===== config.mk =====
export PLATFORM = sky130hd
export DESIGN_NAME = cas_regs
export DESIGN_NICKNAME = d
export VERILOG_FILES = /design/src/pkg/cas_pkg.sv /design/src/design/cas_regs.sv /design/src/design/cas_state_fsm.sv
export SDC_FILE = /design/constraint.sdc
export NUM_CORES = 1
export LEC_CHECK = 0
export ABC_AREA = 1
export BUFFER_PORTS_ARGS = -buffer_cell sky130_fd_sc_hd__buf_4
export CORE_ASPECT_RATIO = 1.75
export CORE_MARGIN = 1
export CORE_UTILIZATION = 45
export DETAILED_ROUTE_END_ITERATION = 8
export PLACE_DENSITY = 0.76
export RECOVER_POWER = 25
export SLEW_MARGIN = 40
export SYNTH_ARGS = -nofsm -noshare
export SYNTH_HDL_FRONTEND = slang
export SYNTH_SLANG_ARGS = --single-unit

===== constraint.sdc =====
create_clock -name clk_i -period 3.5 [get_ports clk_i]
set_clock_uncertainty 0.2 [all_clocks]
set_input_delay 1.05 -clock clk_i [delete_from_list [all_inputs] [get_ports clk_i]]
set_output_delay 1.05 -clock clk_i [all_outputs]
set_load 0.01 [all_outputs]

===== src/pkg/cas_pkg.sv =====
// ============================================================
// card address and status register constants
// ============================================================
`default_nettype none

package cas_pkg;

	localparam int unsigned CAS_ADDR_W = 16;
	localparam int unsigned CAS_STAT_W = 32;

	// ============================================================
	// reset values, broadcast address and driver stage presence
	// ============================================================
	localparam logic [15:0] CAS_ADDR_RST = 16'h0001;
	localparam logic [15:0] CAS_ADDR_BCAST = 16'h0000;
	localparam logic [15:0] CAS_DRV_RST = 16'h0404;
	localparam logic CAS_DRV_IMPL = 1'b1;

	// ============================================================
	// command indices
	// ============================================================
	localparam logic [5:0] CAS_CMD_GO_IDLE = 6'h00;
	localparam logic [5:0] CAS_CMD_IDENT = 6'h02;
	localparam logic [5:0] CAS_CMD_SET_ADDR = 6'h03;
	localparam logic [5:0] CAS_CMD_SET_DRV = 6'h04;
	localparam logic [5:0] CAS_CMD_SELECT = 6'h07;
	localparam logic [5:0] CAS_CMD_STATUS = 6'h0D;

	// ============================================================
	// field positions
	// ============================================================
	localparam int unsigned CAS_ARG_ADDR_LSB = 16;
	localparam int unsigned CAS_ST_READY_BIT = 8;
	localparam int unsigned CAS_ST_STATE_LSB = 9;
	localparam int unsigned CAS_ST_ILLEGAL_BIT = 22;

	typedef enum logic [3:0] {
		CAS_IDLE,
		CAS_IDENT,
		CAS_STBY,
		CAS_TRAN
	} cas_state_t;

	typedef struct packed {
		logic [5:0] index;
		logic [31:0] arg;
	} cas_cmd_t;

	typedef struct packed {
		logic [5:0] index;
		logic [31:0] data;
	} cas_resp_t;

	// address field of a command argument
	function automatic logic [15:0] cas_arg_addr(input logic [31:0] arg);
		cas_arg_addr = arg[CAS_ARG_ADDR_LSB +: CAS_ADDR_W];
	endfunction : cas_arg_addr

endpackage : cas_pkg

`default_nettype wire


===== src/design/cas_regs.sv =====
`timescale 1ns/1ps
`default_nettype none

// Function
// - writable 16-bit address assigned during identification
// - addressed commands act only on matching address, except a non-matching select deselects and a driver stage write ignores the address
// - address resets to 0x0001
// - select with 0x0000 sends all to standby
// - optional writable 16-bit driver stage register
// - card data reports driver stage presence
// - driver stage resets to 0x404
// - status shows state and completion codes
// - status poll returns the status register

// ============================================================
// card address, driver stage and status registers
// ============================================================
module cas_regs
	import cas_pkg::*;
(
	// clock and reset
	input wire logic clk_i,
	input wire logic rst_n_i,
	// decoded command from the command parser
	input wire logic cmd_valid_i,
	input wire cas_cmd_t cmd_i,
	// response to the command serializer
	output logic resp_valid_o,
	output cas_resp_t resp_o,
	// register contents
	output logic [15:0] relative_address_o,
	output logic [15:0] driver_stage_o,
	output logic card_specific_data_drv_o,
	output logic [31:0] status_o,
	output cas_state_t card_state_o,
	output logic selected_o
);

	// ============================================================
	// declarations
	// ============================================================
	logic addr_match;
	logic illegal;
	logic wr_addr;
	logic wr_drv;
	logic answer;
	logic go_idle;
	logic illegal_r;
	logic illegal_nxt;
	logic [31:0] status_nxt;
	cas_state_t state;

	assign go_idle = cmd_valid_i && (cmd_i.index == CAS_CMD_GO_IDLE);

	assign addr_match = (cas_arg_addr(cmd_i.arg) == relative_address_o);

	// ============================================================
	// protocol state
	// ============================================================
	cas_state_fsm u_fsm (
		.clk_i(clk_i),
		.rst_n_i(rst_n_i),
		.cmd_valid_i(cmd_valid_i),
		.cmd_i(cmd_i),
		.addr_match_i(addr_match),
		.state_o(state),
		.illegal_o(illegal),
		.wr_addr_o(wr_addr),
		.wr_drv_o(wr_drv),
		.answer_o(answer)
	);

	// ============================================================
	// relative address
	// ============================================================
	always_ff @(posedge clk_i or negedge rst_n_i) begin
		if (!rst_n_i) begin
			relative_address_o <= CAS_ADDR_RST;
		end else if (go_idle) begin
			relative_address_o <= CAS_ADDR_RST;
		end else if (wr_addr) begin
			relative_address_o <= cas_arg_addr(cmd_i.arg);
		end
	end

	// ============================================================
	// driver stage
	// ============================================================
	always_ff @(posedge clk_i or negedge rst_n_i) begin
		if (!rst_n_i) begin
			driver_stage_o <= CAS_DRV_RST;
		end else if (go_idle) begin
			driver_stage_o <= CAS_DRV_RST;
		end else if (wr_drv) begin
			driver_stage_o <= cas_arg_addr(cmd_i.arg);
		end
	end

	always_ff @(posedge clk_i or negedge rst_n_i) begin
		if (!rst_n_i) begin
			card_specific_data_drv_o <= 1'b0;
		end else begin
			card_specific_data_drv_o <= CAS_DRV_IMPL;
		end
	end

	// ============================================================
	// completion code
	// ============================================================
	// a new error wins over the clear made by the status answer
	always_comb begin
		illegal_nxt = illegal_r;
		if (answer && cmd_i.index == CAS_CMD_STATUS) illegal_nxt = 1'b0;
		if (go_idle) illegal_nxt = 1'b0;
		if (illegal) illegal_nxt = 1'b1;
	end

	always_ff @(posedge clk_i or negedge rst_n_i) begin
		if (!rst_n_i) begin
			illegal_r <= 1'b0;
		end else begin
			illegal_r <= illegal_nxt;
		end
	end

	// ============================================================
	// status word
	// ============================================================
	// state and completion code
	always_comb begin
		status_nxt = '0;
		status_nxt[CAS_ST_STATE_LSB +: 4] = state;
		status_nxt[CAS_ST_ILLEGAL_BIT] = illegal_r;
		status_nxt[CAS_ST_READY_BIT] = (state == CAS_TRAN);
	end

	always_ff @(posedge clk_i or negedge rst_n_i) begin
		if (!rst_n_i) begin
			status_o <= '0;
			card_state_o <= CAS_IDLE;
			selected_o <= 1'b0;
		end else begin
			status_o <= status_nxt;
			card_state_o <= state;
			selected_o <= (state == CAS_TRAN);
		end
	end

	// ============================================================
	// responses
	// ============================================================
	always_ff @(posedge clk_i or negedge rst_n_i) begin
		if (!rst_n_i) begin
			resp_valid_o <= 1'b0;
			resp_o <= '0;
		end else begin
			resp_valid_o <= answer;
			if (answer) begin
				resp_o.index <= cmd_i.index;
				if (cmd_i.index == CAS_CMD_SET_ADDR) begin
					resp_o.data <= {cas_arg_addr(cmd_i.arg), status_nxt[15:0]};
				end else begin
					resp_o.data <= status_nxt;
				end
			end
		end
	end

	// ============================================================
	// checks
	// ============================================================
	logic seen_r;

	always_ff @(posedge clk_i or negedge rst_n_i) begin
		if (!rst_n_i) begin
			seen_r <= 1'b0;
		end else begin
			seen_r <= 1'b1;
		end
	end
endmodule : cas_regs

`default_nettype wire


===== src/design/cas_state_fsm.sv =====
`timescale 1ns/1ps
`default_nettype none

// ============================================================
// card protocol state tracker
// ============================================================
module cas_state_fsm
	import cas_pkg::*;
(
	// clock and reset
	input wire logic clk_i,
	input wire logic rst_n_i,
	// decoded command
	input wire logic cmd_valid_i,
	input wire cas_cmd_t cmd_i,
	input wire logic addr_match_i,
	// state and decisions
	output var cas_state_t state_o,
	output logic illegal_o,
	output logic wr_addr_o,
	output logic wr_drv_o,
	output logic answer_o
);

	cas_state_t state_nxt;
	logic bcast;

	assign bcast = (cas_arg_addr(cmd_i.arg) == CAS_ADDR_BCAST);

	always_comb begin
		state_nxt = state_o;
		illegal_o = 1'b0;
		wr_addr_o = 1'b0;
		wr_drv_o = 1'b0;
		answer_o = 1'b0;
		if (cmd_valid_i) begin
			case (cmd_i.index)
				CAS_CMD_GO_IDLE: begin
					state_nxt = CAS_IDLE;
				end
				CAS_CMD_IDENT: begin
					if (state_o == CAS_IDLE) state_nxt = CAS_IDENT;
					else illegal_o = 1'b1;
				end
				CAS_CMD_SET_ADDR: begin
					if (state_o != CAS_IDENT || bcast) begin
						illegal_o = 1'b1;
					end else begin
						wr_addr_o = 1'b1;
						answer_o = 1'b1;
						state_nxt = CAS_STBY;
					end
				end
				CAS_CMD_SET_DRV: begin
					if (state_o == CAS_STBY && CAS_DRV_IMPL) wr_drv_o = 1'b1;
					else illegal_o = 1'b1;
				end
				CAS_CMD_SELECT: begin
					if (bcast && (state_o == CAS_STBY || state_o == CAS_TRAN)) begin
						state_nxt = CAS_STBY;
					end else if (state_o == CAS_STBY && addr_match_i) begin
						state_nxt = CAS_TRAN;
						answer_o = 1'b1;
					end else if (state_o == CAS_TRAN && !addr_match_i) begin
						state_nxt = CAS_STBY;
					end else if (state_o == CAS_IDLE || state_o == CAS_IDENT) begin
						illegal_o = 1'b1;
					end
				end
				CAS_CMD_STATUS: begin
					if ((state_o == CAS_STBY || state_o == CAS_TRAN) && addr_match_i) begin
						answer_o = 1'b1;
					end
				end
				default: begin
					state_nxt = state_o;
				end
			endcase
		end
	end

	always_ff @(posedge clk_i or negedge rst_n_i) begin
		if (!rst_n_i) begin
			state_o <= CAS_IDLE;
		end else begin
			state_o <= state_nxt;
		end
	end
endmodule : cas_state_fsm

`default_nettype wire


==> impl_metrics.prom, run 1 <==
# TYPE chip_impl_metric gauge
chip_impl_metric{name="combinationalPowerShare",unit="%"} 16.6
chip_impl_info{name="tritoncts_clock_tree",value="done"} 1
chip_impl_metric{name="cp_num_buf_inv",unit=""} 2
chip_impl_metric{name="detailroute.via_count",unit=""} 3051
chip_impl_metric{name="grt_antenna_before_repair",unit=""} 0
chip_impl_metric{name="clock_sinks",unit=""} 66
chip_impl_metric{name="post_cts_resize_count",unit=""} 0
chip_impl_metric{name="die_width",unit="um"} 70.0
chip_impl_metric{name="post-layout-total-power",unit="mW"} 2.13
chip_impl_info{name="critPathCaptureType",value="flop"} 1
chip_impl_metric{name="hold_buffers",unit=""} 0
chip_impl_info{name="rsz0062_at_grt",value="false"} 1
chip_impl_metric{name="synthMuxAreaShare",unit="%"} 0
chip_impl_metric{name="route.final.wire_length",unit="um"} 8570
chip_impl_metric{name="firstDrtPassIters",unit=""} 4
chip_impl_metric{name="cts_buffer_depth",unit=""} 2
chip_impl_info{name="run_status",value="complete, but fails checks"} 1
chip_impl_metric{name="clock_latency",unit="ps"} 330
chip_impl_metric{name="p_sw",unit="mW"} 0.560
chip_impl_info{name="cp_top_family",value="simple AND/OR/NAND/NOR gates"} 1
chip_impl_metric{name="fill_cells",unit=""} 748
chip_impl_info{name="cts.root.buffer_cell",value="sky130_fd_sc_hd__clkbuf_16"} 1
chip_impl_metric{name="area_enclosed_by_the_die_boundary",unit="mm2"} 0.00846
chip_impl_metric{name="nNetsFinal",unit=""} 585
chip_impl_metric{name="cp_data_arrival_time",unit="ps"} 2790
chip_impl_metric{name="placed_cells",unit=""} 623
chip_impl_metric{name="cts.reportedPaths.clkPinSlew",unit="ps"} 50
chip_impl_metric{name="finalSetupViolations",unit=""} 0
chip_impl_metric{name="synth-adder-area-share",unit="%"} 0
chip_impl_metric{name="vdd_ir_drop_max",unit="V"} 0.000324
chip_impl_info{name="timing.hold.worst_endpoint",value="status_o[22]"} 1
chip_impl_info{name="failed_checks",value="max-capacitance violations, max-slew violations"} 1
chip_impl_metric{name="tightest_slew",unit="ps"} 1620
chip_impl_metric{name="numPortBuffers",unit=""} 90
chip_impl_metric{name="power_frac_clock",unit="%"} 41.9
chip_impl_metric{name="htreeDepth",unit=""} 3
chip_impl_metric{name="seq_area_frac_synth",unit="%"} 45.5
chip_impl_metric{name="via_per_inst",unit=""} 4.77
chip_impl_metric{name="core_region_area",unit="mm2"} 0.00786
chip_impl_metric{name="io-pin-count",unit=""} 150
chip_impl_metric{name="headroom_to_the_max_slew_limit",unit="%"} -8.17
chip_impl_metric{name="first_global_vias",unit=""} 2828
chip_impl_metric{name="critPathRequiredTime",unit="ps"} 3540
chip_impl_metric{name="grt_first_pass_wirelength",unit="um"} 13600
chip_impl_info{name="timing_worst_setup_path_type",value="primary input to flop"} 1
chip_impl_metric{name="power.share.switching",unit="%"} 26.2
chip_impl_metric{name="area_growth",unit="%"} 23.1
chip_impl_metric{name="postSynthRegisterBits",unit=""} 66
chip_impl_info{name="hold_path.startpoint",value="illegal_r"} 1
chip_impl_metric{name="synthesis.instances",unit=""} 456
chip_impl_info{name="crit-reg2reg-launch",value="relative_address_o[0]"} 1
chip_impl_info{name="timing.critical_path.cells",value="buf_4 > inv_2 > nand3_1 > nor2_1 > nand2_1 > nand2_1 > nand2_1 > nand4_2 > nand2_2 > nand2_4 > nand2_1 > o21ai_2"} 1
chip_impl_metric{name="synthXorXnorAreaFrac",unit="%"} 0.241
chip_impl_metric{name="finalWorstSetupSlack",unit="ps"} 753
chip_impl_info{name="largest_family_of_logic_cells_by_synthesized_area",value="simple AND/OR/NAND/NOR gates"} 1
chip_impl_metric{name="maxClockFrequency",unit="MHz"} 364
chip_impl_info{name="r2r_end",value="resp_o[18]"} 1
chip_impl_metric{name="grt-ovfl-total",unit=""} 0
chip_impl_metric{name="sequentialPowerShare",unit="%"} 41.6
chip_impl_metric{name="mappedNetlistArea",unit="mm2"} 0.00364
chip_impl_metric{name="post_synth.cell_area_avg",unit="um2"} 7.98
chip_impl_metric{name="post_detailed_route_count_of_antenna_violating_nets",unit=""} 0
chip_impl_metric{name="rows",unit=""} 43
chip_impl_metric{name="p_int",unit="mW"} 1.57
chip_impl_metric{name="cellLeakagePower",unit="nW"} 2.43
chip_impl_metric{name="cap_violations",unit=""} 1
chip_impl_metric{name="gp_congestion",unit=""} 0.844
chip_impl_metric{name="regToRegSetupSlack",unit="ps"} 1160
chip_impl_metric{name="critical-path-max-stage-delay",unit="ps"} 510
chip_impl_metric{name="route.detailed.drc",unit=""} 0
chip_impl_metric{name="layout_worst_path_cycle_share",unit="%"} 78.5
chip_impl_metric{name="final.min_clock_period",unit="ps"} 2750
chip_impl_metric{name="power_density",unit="mW/mm2"} 476
chip_impl_info{name="highest_delay_cell_along_the_critical_path",value="sky130_fd_sc_hd__nand2_4"} 1
chip_impl_metric{name="max_slew_violations",unit=""} 67
chip_impl_metric{name="layoutNonFillerInstCount",unit=""} 639
chip_impl_metric{name="first_iter_violations",unit=""} 151
chip_impl_metric{name="maximum_number_of_pins_on_one_net_before_global_route_repair",unit=""} 67
chip_impl_metric{name="setup_tns_after_final_layout",unit="ps"} 0
chip_impl_info{name="tightest_hold_check_type",value="flop to flop"} 1
chip_impl_metric{name="avg_wl_per_cell",unit="um"} 13.4
chip_impl_metric{name="floorplan.initialDensity",unit="%"} 46.3
chip_impl_metric{name="placement.setup.worst_slack",unit="ps"} 424
chip_impl_info{name="crit_path_frequent_cell",value="sky130_fd_sc_hd__nand2_1"} 1
chip_impl_metric{name="numCtsBuffers",unit=""} 9
chip_impl_metric{name="maximum_fanout_along_the_worst_path",unit=""} 46
chip_impl_metric{name="layout-drive-gt1-share",unit="%"} 32.2
chip_impl_metric{name="timing_hold_violations_final",unit=""} 0
chip_impl_metric{name="insertedDiodeCount",unit=""} 0
chip_impl_metric{name="synth_compound_area_share",unit="%"} 9.46
chip_impl_info{name="setup.worst_path.start_class",value="primary input"} 1
chip_impl_metric{name="post_synth_and_or_nand_nor_area_fraction",unit="%"} 28.0
chip_impl_metric{name="post-cts-setup-buffers",unit=""} 0
chip_impl_metric{name="whs_path_depth",unit=""} 0
chip_impl_metric{name="post-dp-hpwl",unit="um"} 6470
chip_impl_metric{name="post_synth_num_cell_types",unit=""} 28
chip_impl_metric{name="globalRouteTotalUtil",unit="%"} 21.0
chip_impl_metric{name="worst-r2r-cell-count",unit=""} 11
chip_impl_metric{name="ys_warn_count",unit=""} 0
chip_impl_metric{name="fp.dieH",unit="um"} 121
per-stage QoR:
step,area (um2),hold WS (ps),util [%]
final,4480,222,57.0
after global placement,4180,181,53.2
after CTS,4480,219,57.1
after floorplan,3800,169,-
after global routing,4480,241,57.0
after detailed placement,4180,201,53.2
cell type report:
| type | instances | area (um2) | area share, % |
|---|---|---|---|
| tap | 90 | 113 | 2.51 |
| clock inverter | 2 | 35.0 | 0.782 |
| clock buffer | 14 | 264 | 5.89 |
| timing repair buffer | 92 | 688 | 15.4 |
| inverter | 48 | 180 | 4.02 |
| sequential | 66 | 1660 | 37.0 |
| multi-input combinational | 327 | 1540 | 34.5 |
registers in the layout (all words and copies together) (netlist names):
signal and flops:
card_specific_data_drv_o 1, card_state_o 1, driver_stage_o 16, illegal_r 1
relative_address_o 16, resp_o 25, resp_valid_o 1, status_o 3
u_fsm.state_o 2
metal layers:
metal | GRT usage (%) | vias up | part of all wire, %
li1 | - | 1487 | -
met1 | 22.9 | 1424 | 37
met2 | 36.7 | 115 | 53
met3 | 4.73 | 25 | 5.3
met4 | 12.6 | 0 | 4.3
met5 | 0 | - | 0
Yosys cell counts, drive strengths merged:
master | count | share of area, %
nand2 | 169 | 19
dfrtp | 63 | 43
buf | 56 | 12
inv | 48 | 5.0
nor2 | 45 | 5.7
o21ai | 45 | 8.6
nand3 | 14 | 2.2
dfstp | 3 | 2.2
nand4 | 3 | 1.1
a21oi | 2 | 0.28
conb | 2 | 0.21
o211ai | 2 | 0.41
clkbuf | 1 | 0.10
nor3 | 1 | 0.14
o31ai | 1 | 0.21
xor2 | 1 | 0.24
layout by cell type, fill, tap and decap left out:
cell	count
sky130_fd_sc_hd__conb_1	44
sky130_fd_sc_hd__nand4_2	1
sky130_fd_sc_hd__o211ai_1	2
sky130_fd_sc_hd__clkbuf_2	1
sky130_fd_sc_hd__inv_2	16
sky130_fd_sc_hd__nor2_2	3
sky130_fd_sc_hd__nor3_1	1
sky130_fd_sc_hd__o21ai_4	1
sky130_fd_sc_hd__buf_4	91
sky130_fd_sc_hd__o21ai_1	5
sky130_fd_sc_hd__nand2_1	150
sky130_fd_sc_hd__o21ai_2	22
sky130_fd_sc_hd__clkinv_2	1
sky130_fd_sc_hd__clkbuf_8	2
sky130_fd_sc_hd__dfrtp_1	63
sky130_fd_sc_hd__nor2_1	38
sky130_fd_sc_hd__nand4_4	1
sky130_fd_sc_hd__dfstp_2	3
sky130_fd_sc_hd__nand3_2	2
sky130_fd_sc_hd__clkbuf_16	9
sky130_fd_sc_hd__a21oi_1	2
sky130_fd_sc_hd__o21ai_0	17
sky130_fd_sc_hd__xor2_1	1
sky130_fd_sc_hd__nand3_1	12
sky130_fd_sc_hd__clkbuf_1	3
sky130_fd_sc_hd__nand4_1	1
sky130_fd_sc_hd__nand2_2	18
sky130_fd_sc_hd__nor2_4	4
sky130_fd_sc_hd__nand2_4	1
sky130_fd_sc_hd__bufinv_16	1
sky130_fd_sc_hd__o31ai_1	1
sky130_fd_sc_hd__inv_1	32
worst max-delay path by stage:
stage                          from  slack [ps]                     to  cells after the start
after global routing      cmd_i[25]         570             resp_o[21]                     12
final                     cmd_i[26]         750             resp_o[18]                     12
after detailed placement  cmd_i[37]         420             resp_o[22]                     11
after floorplan           cmd_i[37]        1040             resp_o[10]                     11
after global placement    cmd_i[37]         340  relative_address_o[0]                      8
after CTS                 cmd_i[37]         760             resp_o[19]                     11
cells by family (layout without fill, tap and decap cells):
family / count (synthesis) / after routing
AND/OR/NAND/NOR: 232 / 232
buffers and inverters: 105 / 156
flip-flops: 66 / 66
AO/OA/AOI/OAI: 50 / 50
other: 2 / 44
XOR/XNOR: 1 / 1
power groups by stage:
| stage | clock network [mW] | logic (mW) | registers (mW) |
|---|---|---|---|
| floorplan | 0 | 0.182 | 0.919 |
| global placement | 0 | 0.350 | 0.896 |
| finish | 0.894 | 0.353 | 0.887 |
| detailed placement | 0 | 0.356 | 0.898 |
| CTS | 0.908 | 0.358 | 0.886 |
| global route | 0.938 | 0.395 | 0.894 |
No activity file was read; power rests on OpenSTA's default activity.
==> inputs of run 2 (changes only) <==
==> constraint.sdc (replaced) <==
create_clock -name clk_i -period 2.6 [get_ports clk_i]
set_clock_uncertainty 0.2 [all_clocks]
set_input_delay 0.78 -clock clk_i [delete_from_list [all_inputs] [get_ports clk_i]]
set_output_delay 0.78 -clock clk_i [all_outputs]
set_load 0.01 [all_outputs]
==> run 2 against run 1 <==
The run still ends with max-capacitance violations, max-slew violations left; global-route usage fell by 0.064 points; first-iteration DRC count rose by 26%; setup slack got worse by 360 ps; register-to-register slack got worse by 660 ps; core utilization increased by 1.2 points; final cell count increased by 0.78%; sequential share of layout area down 0.79 points; sequential power up 34%; non-clock buffer count rose by 5; highest routed layer unchanged; power rose by 37%.
==> impl_metrics.prom, run 2 (synthesis results as in run 1) <==
# TYPE chip_impl_metric gauge
chip_impl_info{name="run_status",value="complete, but fails checks"} 1
chip_impl_info{name="failed_checks",value="max-capacitance violations, max-slew violations"} 1
chip_impl_metric{name="clock_sinks",unit=""} 66
chip_impl_metric{name="finalWorstSetupSlack",unit="ps"} 390
chip_impl_metric{name="nNetsFinal",unit=""} 590
chip_impl_metric{name="grt_first_pass_wirelength",unit="um"} 13800
chip_impl_metric{name="setup_tns_after_final_layout",unit="ps"} 0
chip_impl_metric{name="worst-r2r-cell-count",unit=""} 12
chip_impl_metric{name="layout.core_utilization",unit="%"} 58.3
chip_impl_metric{name="power.share.switching",unit="%"} 25.7
chip_impl_metric{name="cts.reportedPaths.clkPinSlew",unit="ps"} 50
chip_impl_metric{name="io-pin-count",unit=""} 150
chip_impl_metric{name="route.final.wire_length",unit="um"} 8520
chip_impl_metric{name="grt_antenna_before_repair",unit=""} 0
chip_impl_metric{name="maximum_fanout_along_the_worst_path",unit=""} 28
chip_impl_metric{name="fill_cells",unit=""} 716
chip_impl_metric{name="area_growth",unit="%"} 25.8
chip_impl_metric{name="headroom_to_the_max_slew_limit",unit="%"} -8.09
chip_impl_metric{name="maxClockFrequency",unit="MHz"} 452
chip_impl_metric{name="final.min_clock_period",unit="ps"} 2210
chip_impl_metric{name="post_detailed_route_count_of_antenna_violating_nets",unit=""} 0
chip_impl_info{name="timing.critical_path.cells",value="buf_4 > nor2_4 > nand4_4 > nor2_2 > nand2_1 > nand2_1 > nand4_2 > nand2_2 > nand2_4 > buf_12 > nand2_1 > o21ai_2"} 1
chip_impl_metric{name="placement.setup.worst_slack",unit="ps"} 42.0
chip_impl_metric{name="timing_hold_violations_final",unit=""} 0
chip_impl_metric{name="globalRouteTotalUtil",unit="%"} 20.9
chip_impl_info{name="rsz0062_at_grt",value="false"} 1
chip_impl_metric{name="area_enclosed_by_the_die_boundary",unit="mm2"} 0.00846
chip_impl_info{name="mostFrequentLayoutCell",value="sky130_fd_sc_hd__nand2_1"} 1
chip_impl_metric{name="max_slew_violations",unit=""} 29
chip_impl_metric{name="cts_buffer_depth",unit=""} 2
chip_impl_metric{name="floorplan.initialDensity",unit="%"} 46.3
chip_impl_metric{name="power_density",unit="mW/mm2"} 640
chip_impl_metric{name="htreeDepth",unit=""} 3
chip_impl_metric{name="numPortBuffers",unit=""} 90
chip_impl_info{name="critPathCaptureType",value="flop"} 1
chip_impl_metric{name="post-cts-setup-buffers",unit=""} 0
chip_impl_info{name="setup.worst_path.start_class",value="primary input"} 1
chip_impl_metric{name="post-dp-hpwl",unit="um"} 6600
chip_impl_metric{name="grt-ovfl-total",unit=""} 0
chip_impl_info{name="max_flop_register",value="resp_o"} 1
chip_impl_info{name="r2r_end",value="resp_o[21]"} 1
chip_impl_metric{name="numCtsBuffers",unit=""} 9
chip_impl_metric{name="p_sw",unit="mW"} 0.752
chip_impl_info{name="critPathCapture",value="resp_o[21]"} 1
chip_impl_metric{name="p_int",unit="mW"} 2.18
chip_impl_metric{name="power_frac_clock",unit="%"} 42.8
chip_impl_metric{name="post_cts_resize_count",unit=""} 0
chip_impl_metric{name="firstDrtPassIters",unit=""} 4
chip_impl_info{name="timing_worst_setup_path_type",value="primary input to flop"} 1
chip_impl_info{name="crit-reg2reg-launch",value="relative_address_o[0]"} 1
chip_impl_metric{name="critPathRequiredTime",unit="ps"} 2610
chip_impl_metric{name="gp_congestion",unit=""} 0.858
chip_impl_metric{name="detailroute.via_count",unit=""} 3005
chip_impl_metric{name="core_region_area",unit="mm2"} 0.00786
chip_impl_metric{name="sequentialPowerShare",unit="%"} 40.7
chip_impl_metric{name="maximum_number_of_pins_on_one_net_before_global_route_repair",unit=""} 39
chip_impl_metric{name="first_iter_violations",unit=""} 191
chip_impl_info{name="layout_top_registers",value="resp_o: 25 flops, driver_stage_o: 16 flops, relative_address_o: 16 flops"} 1
chip_impl_info{name="cts.root.buffer_cell",value="sky130_fd_sc_hd__clkbuf_16"} 1
chip_impl_metric{name="first_global_vias",unit=""} 2785
chip_impl_metric{name="vdd_ir_drop_max",unit="V"} 0.000377
chip_impl_metric{name="die_width",unit="um"} 70.0
chip_impl_metric{name="rows",unit=""} 43
chip_impl_metric{name="cp_data_arrival_time",unit="ps"} 2220
chip_impl_info{name="crit_path_frequent_cell",value="sky130_fd_sc_hd__nand2_1"} 1
chip_impl_metric{name="avg_wl_per_cell",unit="um"} 13.2
chip_impl_metric{name="insertedDiodeCount",unit=""} 0
chip_impl_info{name="layout_common_cells",value="sky130_fd_sc_hd__nand2_1, sky130_fd_sc_hd__buf_4, sky130_fd_sc_hd__dfrtp_1, sky130_fd_sc_hd__conb_1, sky130_fd_sc_hd__nor2_1"} 1
chip_impl_metric{name="route.detailed.drc",unit=""} 0
chip_impl_metric{name="flip_flop_count_of_the_largest_register_after_layout",unit=""} 25
chip_impl_metric{name="post-layout-total-power",unit="mW"} 2.93
chip_impl_metric{name="combinationalPowerShare",unit="%"} 16.4
chip_impl_metric{name="layout_worst_path_cycle_share",unit="%"} 85.0
chip_impl_metric{name="cellLeakagePower",unit="nW"} 2.48
chip_impl_metric{name="finalSetupViolations",unit=""} 0
chip_impl_metric{name="regToRegSetupSlack",unit="ps"} 500
chip_impl_metric{name="via_per_inst",unit=""} 4.67
chip_impl_metric{name="hold_buffers",unit=""} 0
chip_impl_metric{name="critical-path-max-stage-delay",unit="ps"} 190
chip_impl_metric{name="cap_violations",unit=""} 1
chip_impl_metric{name="tightest_slew",unit="ps"} 1620
chip_impl_info{name="crit_path_start",value="cmd_i[37]"} 1
chip_impl_metric{name="fp.dieH",unit="um"} 121
chip_impl_metric{name="layout-drive-gt1-share",unit="%"} 32.9
chip_impl_metric{name="clock_latency",unit="ps"} 320
chip_impl_info{name="highest_delay_cell_along_the_critical_path",value="sky130_fd_sc_hd__buf_12"} 1
chip_impl_info{name="tritoncts_clock_tree",value="done"} 1
chip_impl_info{name="tightest_hold_check_type",value="flop to flop"} 1
[run 2: cell count changes in the layout (fill, tap and decap cells not counted)]
cell	previous run	this run
sky130_fd_sc_hd__buf_12	0	4
sky130_fd_sc_hd__buf_4	91	92
sky130_fd_sc_hd__clkbuf_2	1	0
sky130_fd_sc_hd__clkbuf_8	2	4
sky130_fd_sc_hd__clkinv_2	1	0
sky130_fd_sc_hd__o21ai_2	22	23
sky130_fd_sc_hd__o21ai_4	1	0
[run 2: critical path: cells and delay by family]
kind	cells	cell delay, ps
AO/OA/AOI/OAI	1	60
buffers and inverters	2	310
AND/OR/NAND/NOR	9	1070
[run 2: power groups by stage]
stage	registers, mW	logic (mW)	clock network, mW
finish	1.19	0.481	1.25
global route	1.21	0.539	1.32
CTS	1.19	0.486	1.28
detailed placement	1.21	0.484	0
global placement	1.21	0.475	0
floorplan	1.24	0.245	0
[run 2: final cells by class]
type,instances,area [um2],share of cell area [%]
inverters,48,180,3.94
clock inverters,1,30.0,0.656
multi-input cells,327,1540,33.6
repair buffers,97,774,16.9
clock buffers,15,288,6.29
flip-flops and latches,66,1660,36.2
well taps,90,113,2.46
[run 2: through the flow]
stage / std cells / hold slack [ps] / instance area (um2)
3_3_place_gp: 628 / 182 / 4260
5_1_grt: 644 / 223 / 4580
2_1_floorplan: 498 / 169 / 3800
6_report: 644 / 193 / 4580
3_5_place_dp: 628 / 188 / 4260
4_1_cts: 644 / 182 / 4580
[run 2: routing by layer]
metal	part of all wire, %	GRT usage (%)	up-vias
li1	-	-	1493
met3	4.9	4.49	19
met4	3.6	10.5	0
met1	39	23.8	1381
met2	53	36.7	112
met5	0	0	-
[run 2: worst min path at each step]
stage	slack [ps]	from	endpoint	cells after the start
final	190	illegal_r	status_o[22]	0
after global routing	220	illegal_r	status_o[22]	0
after CTS	180	rst_n_i	u_fsm.state_o[1]	1
after detailed placement	190	illegal_r	status_o[22]	0
after global placement	180	illegal_r	status_o[22]	0
after floorplan	170	illegal_r	status_o[22]	0
